`config.mk`:
```
export PLATFORM = sky130hd
export DESIGN_NAME = rcs_top
export DESIGN_NICKNAME = d
export VERILOG_FILES = /design/src/rcs_pkg.sv /design/src/rcs_top.sv /design/src/rcs_sync.sv /design/src/rcs_axil.sv
export VERILOG_INCLUDE_DIRS = /design/src
export SDC_FILE = /design/constraint.sdc
export NUM_CORES = 1
export LEC_CHECK = 0
export ABC_AREA = 1
export BUFFER_PORTS_ARGS = -buffer_cell sky130_fd_sc_hd__buf_2
export CAP_MARGIN = 20
export CORE_UTILIZATION = 25
export DETAILED_ROUTE_END_ITERATION = 8
export GPL_ROUTABILITY_DRIVEN = 0
export PLACE_DENSITY_LB_ADDON = 0.12
export SLEW_MARGIN = 40
export SYNTH_ARGS = -nofsm -noshare
export SYNTH_HDL_FRONTEND = slang
export SYNTH_HIERARCHICAL = 1
export SYNTH_SLANG_ARGS = --single-unit
```
`constraint.sdc`:
```
create_clock -name aclk -period 1.98 [get_ports aclk]
set_input_delay 0.297 -clock aclk [delete_from_list [all_inputs] [get_ports aclk]]
set_output_delay 0.297 -clock aclk [all_outputs]
set_load 0.1 [all_outputs]
```
`src/rcs_params.svh`:
```
// Offsets, field positions, reset values and timing counts of the block
`ifndef RCS_PARAMS_SVH
`define RCS_PARAMS_SVH

// ----------------------------------------------------------------------
// Register indices and byte addresses (index times four)
// ----------------------------------------------------------------------
`define RCS_POWER_CONTROL_FLAGS_IDX     12'h08e
`define RCS_STAT_IDX     12'h08f
`define RCS_POWER_CONTROL_FLAGS_ADDR    12'h238
`define RCS_STAT_ADDR    12'h23c

// ----------------------------------------------------------------------
// Field positions
// ----------------------------------------------------------------------
`define RCS_BOR_BIT      0
`define RCS_POR_BIT      1
`define RCS_WUR_BIT      3
`define RCS_SBOR_BIT     4
`define RCS_ULPW_BIT     5
`define RCS_PD_BIT       3
`define RCS_TO_BIT       4

// ----------------------------------------------------------------------
// Reset values of the flags after a power-on pulse
// ----------------------------------------------------------------------
`define RCS_POR_RST      1'b0
`define RCS_BOR_RST      1'b0
`define RCS_WUR_RST      1'b1
`define RCS_TO_RST       1'b1
`define RCS_PD_RST       1'b1
`define RCS_ULPW_RST     1'b0
`define RCS_SBOR_RST     1'b1

// ----------------------------------------------------------------------
// Timing: clock rate, power-up delay, oscillator start-up periods
// ----------------------------------------------------------------------
`define RCS_CLK_MHZ      20
`define RCS_POWERUP_TIMER_US      64000
`define RCS_OST_PERIODS  1024
`define RCS_CNT_W        21

`endif

```
`src/rcs_pkg.sv`:
```
// Types shared by the reset cause block
package rcs_pkg;

   // ------------------------------------------------------------------
   // Start-up sequencer states
   // ------------------------------------------------------------------
   typedef enum logic [2:0]
   {
      RCS_ST_POWERUP_TIMER,
      RCS_ST_OST,
      RCS_ST_RUN,
      RCS_ST_SLEEP
   } rcs_state_e;

   // ------------------------------------------------------------------
   // Whole state of the core
   // ------------------------------------------------------------------
   typedef struct packed
   {
      rcs_state_e           state;     // Sequencer state
      logic [20:0]          cnt;       // Start-up timer count
      logic                 por_n;     // Power-on flag
      logic                 bor_n;     // Brown-out flag
      logic                 wur_n;     // Wake-up reset flag
      logic                 to_n;      // Timeout flag
      logic                 pd_n;      // Power-down flag
      logic                 ulpw;      // Ultra-low-power wake enable
      logic                 sbor;      // Soft brown-out enable
      logic                 clr_d;     // Last synced clear pin level
      logic                 bod_d;     // Last synced brown-out level
      logic                 run;       // Core may execute
      logic                 wdt_clr;   // Watchdog clear pulse
   } rcs_core_s;

endpackage

```
`src/rcs_top.sv`:
```
// Reset cause flags and start-up timeout sequencer
//
// The AXI4-Lite interface to the registers was chosen for this implementation.
`include "rcs_params.svh"

module rcs_top
#(
   // Power-up timer in clock cycles; shorten for simulation
   parameter int POWERUP_TIMER_CYCLES = `RCS_POWERUP_TIMER_US * `RCS_CLK_MHZ,
   // Oscillator start-up periods, one per clock
   parameter int OST_CYCLES  = `RCS_OST_PERIODS
)
(
   input  wire logic        aclk,
   input  wire logic        aresetn,
   input  wire logic [11:0] s_axi_awaddr,
   input  wire logic        s_axi_awvalid,
   output logic             s_axi_awready,
   input  wire logic [31:0] s_axi_wdata,
   input  wire logic [3:0]  s_axi_wstrb,
   input  wire logic        s_axi_wvalid,
   output logic             s_axi_wready,
   output logic [1:0]       s_axi_bresp,
   output logic             s_axi_bvalid,
   input  wire logic        s_axi_bready,
   input  wire logic [11:0] s_axi_araddr,
   input  wire logic        s_axi_arvalid,
   output logic             s_axi_arready,
   output logic [31:0]      s_axi_rdata,
   output logic [1:0]       s_axi_rresp,
   output logic             s_axi_rvalid,
   input  wire logic        s_axi_rready,
   input  wire logic        external_clear_n,
   input  wire logic        brownout_detect,
   input  wire logic [1:0]  brownout_enable_cfg,
   input  wire logic        powerup_timer_enable_n,
   input  wire logic        crystal_osc_modes,
   input  wire logic        watchdog_expire,
   input  wire logic        wake_reset_event,
   input  wire logic        watchdog_clear_instr,
   input  wire logic        sleep_enter,
   output logic             core_run,
   output logic             watchdog_counter_clear,
   output logic             asleep,
   output logic             ultra_low_wake_enable,
   output logic             soft_brownout_enable
);

   // ------------------------------------------------------------------
   // Derived counts, cut to the counter width
   // ------------------------------------------------------------------
   localparam logic [20:0] POWERUP_TIMER_LAST = 21'(POWERUP_TIMER_CYCLES - 1);
   localparam logic [20:0] OST_LAST  = 21'(OST_CYCLES - 1);

   // ------------------------------------------------------------------
   // Declarations
   // ------------------------------------------------------------------
   rcs_pkg::rcs_core_s core_reg;    // Registered core state
   rcs_pkg::rcs_core_s core_next;   // Next core state
   logic [1:0]         pin_sync;    // Synced clear and brown-out pins
   logic               clr_n_s;     // Synced external clear level
   logic               bod_s;       // Synced brown-out level
   logic               bor_armed;   // Brown-out circuit enabled
   logic               bor_event;   // Brown-out reset starts
   logic               clr_event;   // External clear falls
   logic [7:0]         power_control_flags_rd;     // Power control read image
   logic [7:0]         stat_rd;     // Core status read image
   logic               power_control_flags_wr;     // Software write pulse
   logic [7:0]         power_control_flags_wdata;  // Software write byte

   // ------------------------------------------------------------------
   // Pin synchronisers
   // ------------------------------------------------------------------
   // Both pins come from outside the clock domain
   rcs_sync
   #(
      .W       (2),
      .RST_VAL (2'b01)
   )
   u_sync
   (
      .aclk    (aclk),
      .aresetn (aresetn),
      .d       ({brownout_detect, external_clear_n}),
      .q       (pin_sync)
   );

   assign clr_n_s = pin_sync[0];
   assign bod_s   = pin_sync[1];

   // ------------------------------------------------------------------
   // Register bus
   // ------------------------------------------------------------------
   rcs_axil u_axil
   (
      .aclk          (aclk),
      .aresetn       (aresetn),
      .s_axi_awaddr  (s_axi_awaddr),
      .s_axi_awvalid (s_axi_awvalid),
      .s_axi_awready (s_axi_awready),
      .s_axi_wdata   (s_axi_wdata),
      .s_axi_wstrb   (s_axi_wstrb),
      .s_axi_wvalid  (s_axi_wvalid),
      .s_axi_wready  (s_axi_wready),
      .s_axi_bresp   (s_axi_bresp),
      .s_axi_bvalid  (s_axi_bvalid),
      .s_axi_bready  (s_axi_bready),
      .s_axi_araddr  (s_axi_araddr),
      .s_axi_arvalid (s_axi_arvalid),
      .s_axi_arready (s_axi_arready),
      .s_axi_rdata   (s_axi_rdata),
      .s_axi_rresp   (s_axi_rresp),
      .s_axi_rvalid  (s_axi_rvalid),
      .s_axi_rready  (s_axi_rready),
      .power_control_flags_rd       (power_control_flags_rd),
      .stat_rd       (stat_rd),
      .power_control_flags_wr       (power_control_flags_wr),
      .power_control_flags_wdata    (power_control_flags_wdata)
   );

   // ------------------------------------------------------------------
   // Read images; unimplemented bits read zero
   // ------------------------------------------------------------------
   always_comb
   begin
      power_control_flags_rd                 = 8'h00;
      power_control_flags_rd[`RCS_BOR_BIT]   = core_reg.bor_n;
      power_control_flags_rd[`RCS_POR_BIT]   = core_reg.por_n;
      power_control_flags_rd[`RCS_WUR_BIT]   = core_reg.wur_n;
      power_control_flags_rd[`RCS_SBOR_BIT]  = core_reg.sbor;
      power_control_flags_rd[`RCS_ULPW_BIT]  = core_reg.ulpw;
      stat_rd                 = 8'h00;
      stat_rd[`RCS_PD_BIT]    = core_reg.pd_n;
      stat_rd[`RCS_TO_BIT]    = core_reg.to_n;
   end

   // ------------------------------------------------------------------
   // Event detection on the synced pins
   // ------------------------------------------------------------------
   // With the circuit disabled the flag is left alone entirely
   assign bor_armed = (brownout_enable_cfg != 2'b00);
   assign bor_event = bor_armed && bod_s && !core_reg.bod_d;
   assign clr_event = !clr_n_s && core_reg.clr_d;

   // ------------------------------------------------------------------
   // Next-state logic
   // ------------------------------------------------------------------
   // Order inside: software write, watchdog clear, then hardware
   // events, so a hardware event in the same cycle wins
   always_comb
   begin
      core_next         = core_reg;
      core_next.clr_d   = clr_n_s;
      core_next.bod_d   = bod_s;
      core_next.wdt_clr = 1'b0;

      // Software writes the writable flag bits
      if (power_control_flags_wr)
      begin
         core_next.bor_n = power_control_flags_wdata[`RCS_BOR_BIT];
         core_next.por_n = power_control_flags_wdata[`RCS_POR_BIT];
         core_next.wur_n = power_control_flags_wdata[`RCS_WUR_BIT];
         core_next.sbor  = power_control_flags_wdata[`RCS_SBOR_BIT];
         core_next.ulpw  = power_control_flags_wdata[`RCS_ULPW_BIT];
      end

      // Watchdog clear instruction
      if (watchdog_clear_instr)
      begin
         core_next.wdt_clr = 1'b1;
         core_next.to_n    = 1'b1;
         core_next.pd_n    = 1'b1;
      end

      case (core_reg.state)
         // Power-up timer, counted from the power-on pulse
         rcs_pkg::RCS_ST_POWERUP_TIMER:
         begin
            if (!powerup_timer_enable_n && core_reg.cnt != POWERUP_TIMER_LAST)
            begin
               core_next.cnt = core_reg.cnt + 21'h00_0001;
            end
            else if (crystal_osc_modes)
            begin
               core_next.state = rcs_pkg::RCS_ST_OST;
               core_next.cnt   = 21'h00_0000;
            end
            else
            begin
               core_next.state = rcs_pkg::RCS_ST_RUN;
            end
         end

         // Oscillator start-up count
         rcs_pkg::RCS_ST_OST:
         begin
            if (core_reg.cnt != OST_LAST)
            begin
               core_next.cnt = core_reg.cnt + 21'h00_0001;
            end
            else
            begin
               core_next.state = rcs_pkg::RCS_ST_RUN;
            end
         end

         // Normal operation
         rcs_pkg::RCS_ST_RUN:
         begin
            if (watchdog_expire)
            begin
               core_next.to_n = 1'b0;
               core_next.ulpw = 1'b0;
            end
            else if (clr_event)
            begin
               core_next.ulpw = 1'b0;
            end
            else if (sleep_enter)
            begin
               core_next.state = rcs_pkg::RCS_ST_SLEEP;
               core_next.to_n  = 1'b1;
               core_next.pd_n  = 1'b0;
            end
         end

         // Asleep: wait for a wake source
         rcs_pkg::RCS_ST_SLEEP:
         begin
            if (watchdog_expire)
            begin
               core_next.to_n = 1'b0;
               core_next.pd_n = 1'b0;
            end
            else if (wake_reset_event)
            begin
               core_next.wur_n = 1'b0;
               core_next.pd_n  = 1'b0;
               core_next.to_n  = 1'b1;
            end
            else if (clr_event)
            begin
               core_next.to_n = 1'b1;
               core_next.pd_n = 1'b0;
            end
            // Wake: crystal waits the start-up count, others run
            if (watchdog_expire || wake_reset_event || clr_event)
            begin
               core_next.cnt = 21'h00_0000;
               if (crystal_osc_modes)
               begin
                  core_next.state = rcs_pkg::RCS_ST_OST;
               end
               else
               begin
                  core_next.state = rcs_pkg::RCS_ST_RUN;
               end
            end
         end

         default:
         begin
            core_next.state = rcs_pkg::RCS_ST_POWERUP_TIMER;
            core_next.cnt   = 21'h00_0000;
         end
      endcase

      // Brown-out outranks every other source, asleep or not
      if (bor_event)
      begin
         core_next.bor_n = 1'b0;
         core_next.to_n  = 1'b1;
         core_next.pd_n  = 1'b1;
      end
      // Timer stays cleared while the supply is still low
      if (bor_armed && bod_s)
      begin
         core_next.state = rcs_pkg::RCS_ST_POWERUP_TIMER;
         core_next.cnt   = 21'h00_0000;
      end

      // Execution needs the timers done and the clear pin released;
      // a watchdog reset drops it for one cycle
      core_next.run = (core_next.state == rcs_pkg::RCS_ST_RUN)
                      && clr_n_s
                      && !(watchdog_expire
                           && core_reg.state == rcs_pkg::RCS_ST_RUN);
   end

   // ------------------------------------------------------------------
   // State register
   // ------------------------------------------------------------------
   // Only the power-on pulse resets the flags; other resets are
   // events handled above and cannot disturb preserved bits
   always_ff @(posedge aclk)
   begin
      if (!aresetn)
      begin
         core_reg.state   <= rcs_pkg::RCS_ST_POWERUP_TIMER;
         core_reg.cnt     <= 21'h00_0000;
         core_reg.por_n   <= `RCS_POR_RST;
         core_reg.bor_n   <= `RCS_BOR_RST;
         core_reg.wur_n   <= `RCS_WUR_RST;
         core_reg.to_n    <= `RCS_TO_RST;
         core_reg.pd_n    <= `RCS_PD_RST;
         core_reg.ulpw    <= `RCS_ULPW_RST;
         core_reg.sbor    <= `RCS_SBOR_RST;
         core_reg.clr_d   <= 1'b1;
         core_reg.bod_d   <= 1'b0;
         core_reg.run     <= 1'b0;
         core_reg.wdt_clr <= 1'b0;
      end
      else
      begin
         core_reg <= core_next;
      end
   end

   // ------------------------------------------------------------------
   // Outputs from flip-flops; asleep is decoded from the state register
   // ------------------------------------------------------------------
   assign core_run               = core_reg.run;
   assign watchdog_counter_clear = core_reg.wdt_clr;
   assign asleep                 = (core_reg.state == rcs_pkg::RCS_ST_SLEEP);
   assign ultra_low_wake_enable  = core_reg.ulpw;
   assign soft_brownout_enable   = core_reg.sbor;

endmodule

```
`src/rcs_sync.sv`:
```
// Two flip-flop synchroniser for pin inputs
module rcs_sync
#(
   parameter int          W       = 1,
   parameter logic [W-1:0] RST_VAL = '0
)
(
   input  wire logic         aclk,
   input  wire logic         aresetn,
   input  wire logic [W-1:0] d,
   output logic      [W-1:0] q
);

   // ------------------------------------------------------------------
   // State: first stage feeds the second stage only
   // ------------------------------------------------------------------
   typedef struct packed
   {
      logic [W-1:0] s1;   // Metastable stage
      logic [W-1:0] s2;   // Settled stage
   } rcs_sync_s;

   rcs_sync_s sync_reg;   // Registered state
   rcs_sync_s sync_next;  // Next state

   // Shift the pin through both stages
   always_comb
   begin
      sync_next    = sync_reg;
      sync_next.s1 = d;
      sync_next.s2 = sync_reg.s1;
   end

   // Register with constant reset values
   always_ff @(posedge aclk)
   begin
      if (!aresetn)
      begin
         sync_reg <= {RST_VAL, RST_VAL};
      end
      else
      begin
         sync_reg <= sync_next;
      end
   end

   assign q = sync_reg.s2;

endmodule

```
`src/rcs_axil.sv`:
```
// AXI4-Lite slave front end for the two flag registers
`include "rcs_params.svh"

module rcs_axil
(
   input  wire logic        aclk,
   input  wire logic        aresetn,
   input  wire logic [11:0] s_axi_awaddr,
   input  wire logic        s_axi_awvalid,
   output logic             s_axi_awready,
   input  wire logic [31:0] s_axi_wdata,
   input  wire logic [3:0]  s_axi_wstrb,
   input  wire logic        s_axi_wvalid,
   output logic             s_axi_wready,
   output logic [1:0]       s_axi_bresp,
   output logic             s_axi_bvalid,
   input  wire logic        s_axi_bready,
   input  wire logic [11:0] s_axi_araddr,
   input  wire logic        s_axi_arvalid,
   output logic             s_axi_arready,
   output logic [31:0]      s_axi_rdata,
   output logic [1:0]       s_axi_rresp,
   output logic             s_axi_rvalid,
   input  wire logic        s_axi_rready,
   input  wire logic [7:0]  power_control_flags_rd,
   input  wire logic [7:0]  stat_rd,
   output logic             power_control_flags_wr,
   output logic [7:0]       power_control_flags_wdata
);

   // ------------------------------------------------------------------
   // Slave state
   // ------------------------------------------------------------------
   typedef struct packed
   {
      logic        aw_got;   // Write address held
      logic [11:0] aw_addr;  // Held write address
      logic        w_got;    // Write data held
      logic [7:0]  w_data;   // Held low byte
      logic        w_strb0;  // Held low strobe
      logic        bvalid;   // Write answer pending
      logic [1:0]  bresp;    // Write answer code
      logic        rvalid;   // Read answer pending
      logic [31:0] rdata;    // Read data
      logic [1:0]  rresp;    // Read answer code
      logic        wr;       // Register write pulse
   } rcs_axil_s;

   rcs_axil_s ax_reg;   // Registered state
   rcs_axil_s ax_next;  // Next state

   // Accept address and data in either order, one write at a time
   always_comb
   begin
      ax_next    = ax_reg;
      ax_next.wr = 1'b0;
      if (s_axi_awvalid && s_axi_awready)
      begin
         ax_next.aw_got  = 1'b1;
         ax_next.aw_addr = s_axi_awaddr;
      end
      if (s_axi_wvalid && s_axi_wready)
      begin
         ax_next.w_got   = 1'b1;
         ax_next.w_data  = s_axi_wdata[7:0];
         ax_next.w_strb0 = s_axi_wstrb[0];
      end
      // Both halves held: answer, and write only a mapped register
      if (ax_reg.aw_got && ax_reg.w_got)
      begin
         ax_next.aw_got = 1'b0;
         ax_next.w_got  = 1'b0;
         ax_next.bvalid = 1'b1;
         ax_next.bresp  = 2'b00;
         if (ax_reg.aw_addr == `RCS_POWER_CONTROL_FLAGS_ADDR)
         begin
            ax_next.wr = ax_reg.w_strb0;
         end
         else if (ax_reg.aw_addr != `RCS_STAT_ADDR)
         begin
            ax_next.bresp = 2'b10;
         end
      end
      if (s_axi_bvalid && s_axi_bready)
      begin
         ax_next.bvalid = 1'b0;
      end
      // Reads answer one cycle after the address is taken
      if (s_axi_arvalid && s_axi_arready)
      begin
         ax_next.rvalid = 1'b1;
         ax_next.rresp  = 2'b00;
         ax_next.rdata  = 32'h0000_0000;
         if (s_axi_araddr == `RCS_POWER_CONTROL_FLAGS_ADDR)
         begin
            ax_next.rdata = {24'h00_0000, power_control_flags_rd};
         end
         else if (s_axi_araddr == `RCS_STAT_ADDR)
         begin
            ax_next.rdata = {24'h00_0000, stat_rd};
         end
         else
         begin
            ax_next.rresp = 2'b10;
         end
      end
      else if (s_axi_rvalid && s_axi_rready)
      begin
         ax_next.rvalid = 1'b0;
      end
   end

   // Register the slave state
   always_ff @(posedge aclk)
   begin
      if (!aresetn)
      begin
         ax_reg <= '0;
      end
      else
      begin
         ax_reg <= ax_next;
      end
   end

   // Ready only while the matching half is not yet held
   assign s_axi_awready = !ax_reg.aw_got && !ax_reg.bvalid;
   assign s_axi_wready  = !ax_reg.w_got && !ax_reg.bvalid;
   assign s_axi_arready = !ax_reg.rvalid;
   assign s_axi_bvalid  = ax_reg.bvalid;
   assign s_axi_bresp   = ax_reg.bresp;
   assign s_axi_rvalid  = ax_reg.rvalid;
   assign s_axi_rdata   = ax_reg.rdata;
   assign s_axi_rresp   = ax_reg.rresp;
   assign power_control_flags_wr       = ax_reg.wr;
   assign power_control_flags_wdata    = ax_reg.w_data;

endmodule

```
==> flow_summary.toml <==
[run_status]
status = "finished, final reports clean"

[hold_path]
holdCritPathClass = "primary input to flop"

[sta]
finClkSkew_ns = 0.00674
period_minus_slack_ns = 1.80
finalSetupViolations = 0
hold_viol = 0
fmaxAchievable_ghz = 0.554
setup_ws_ns = 0.175
finalMaxSlewViolations = 0
period_share_pct = 91.1
hold_ws_ns = 0.133
tns_ns = 0

[synthesis]
syn_avg_cell_area_um2 = 6.43
mappedNetlistArea_um2 = 4080
yosysWarningCount = 6
syn-instance-count = 634

[floorplan]
dieArea_um2 = 16800
io_pins = 123
die_w_um = 130
die_h_um = 130
fp-row-count = 46
start_util_pct = 25.7
core_area_um2 = 15900

[cts]
cts_sinks = 72
cts_tree = "built"
cts_inserted_buffers = 9
cts_root_buffer = "clkbuf_16"
cts_setup_buffers = 0
hold_buffers = 0
cts_max_level = 3
cts_buffer_depth = 2
cts.clk_slew.worst_paths_ns = 0.06
cts_resized = 0
clk_latency_ns = 0.34

[final_layout]
largest_register_ffs = 31
layout-drive-gt1-share_pct = 18.9
final_util_pct = 30.7
syn2layout_area_growth_pct = 19.5
fin_cells = 925
diodes = 0
nets = 782

[global_routing]
track_usage_pct = 13.6
antenna_found_initial = 0
grt_max_degree = 28
grt_pass1_vias = 3587
grt_pass1_wl_mm = 17.6
grt_overflow = 0

[routing]
drt-initial-drc-count = 168
remaining_drc_errors = 0
detail-route-antenna-nets = 0
drt-total-wl_mm = 10.7
wl_per_cell_um = 11.6
num_vias = 3884
vias_per_cell = 4.20
dr.pass1.iters = 4

[worst_setup_path]
crit_type = "flop to primary output"
cp_cell_sequence = "nand2_1, nor2_4, buf_2"
slowest_stage = "buf_2"
critPathLaunchType = "flop"
cp_slowest_stage_delay_ns = 0.45
arrival_ns = 1.51
end_kind = "primary output"
worst-path-max-fanout = 5
critPathRequiredTime_ns = 1.68

[placed_design]
portBuffers = 66
hpwl_mm = 8.13
dp_cells = 909
dpl_worst_slack_ns = 0.104

[pwr]
p_leak_nw = 2.25
peakVddDrop_v = 0.000393
power_density_nw_per_um2 = 823

[flow_run]
cap_violations = 0
final timing paths:
kind	slack, ns	startpoint	cells after the start	to
hold / removal	0.13	s_axi_bready	2	u_axil/s_axi_bvalid
setup reg to reg	0.18	core_reg[12]	12	core_reg[31]
hold reg to reg	0.41	u_sync/sync_next[0]	2	u_sync/q[0]
setup / recovery	0.18	core_reg[33]	3	asleep
through the flow:
step | instance area, um2 | power [mW]
2_1_floorplan | 4230 | 2.29
3_3_place_gp | 4550 | 2.36
3_5_place_dp | 4550 | 2.37
4_1_cts | 4850 | 4.08
5_1_grt | 4870 | 4.23
6_report | 4870 | 4.01
area by class of cell:
class	instances	area [um2]
Tap cell	216	270
Inverter	72	270
Clock buffer	10	239
Fill cell	1820	11000
Multi-Input combinational cell	469	2140
Sequential cell	72	1450
Clock inverter	6	66.3
Timing Repair Buffer	80	439
placed cells by master, fill, tap and decap left out, types with 2 or more instances in the layout:
| cell | instances |
|---|---|
| dfxtp_1 | 69 |
| nor2_4 | 5 |
| xor2_1 | 2 |
| clkbuf_16 | 9 |
| clkinv_2 | 2 |
| buf_2 | 66 |
| nand3_2 | 3 |
| nor2_1 | 120 |
| nor3_1 | 6 |
| conb_1 | 36 |
| a21oi_1 | 27 |
| nand2_1 | 140 |
| clkinv_4 | 2 |
| inv_1 | 62 |
| nand4_1 | 16 |
| buf_4 | 13 |
| nand2_2 | 7 |
| a211oi_1 | 2 |
| nor4_1 | 2 |
| o21ai_0 | 20 |
| dfxtp_2 | 3 |
| nor2_2 | 6 |
| inv_2 | 10 |
| nand3b_1 | 3 |
| xnor2_1 | 2 |
| o21ai_1 | 6 |
| nand3_1 | 55 |
| nand2_4 | 2 |
report_power, final:
part | internal [mW] | switching (mW) | total [mW]
Combinational | 0.143 | 0.632 | 0.776
Sequential | 1.52 | 0.0389 | 1.56
Clock | 1.01 | 0.660 | 1.67
Total | 2.68 | 1.33 | 4.01
worst max-delay path, delay by kind of cell (launching register included):
kind | cells | cell delay (ns)
buffers and inverters | 1 | 0.45
flip-flops | 1 | 0.39
AND/OR/NAND/NOR | 2 | 0.32
layer usage:
layer	GRT usage (%)	wire length [um]
met5	0	0
met4	3.90	99
met3	4.02	473
met2	21.8	4940
met1	17.8	5200
(Power assumes the default switching activity.)
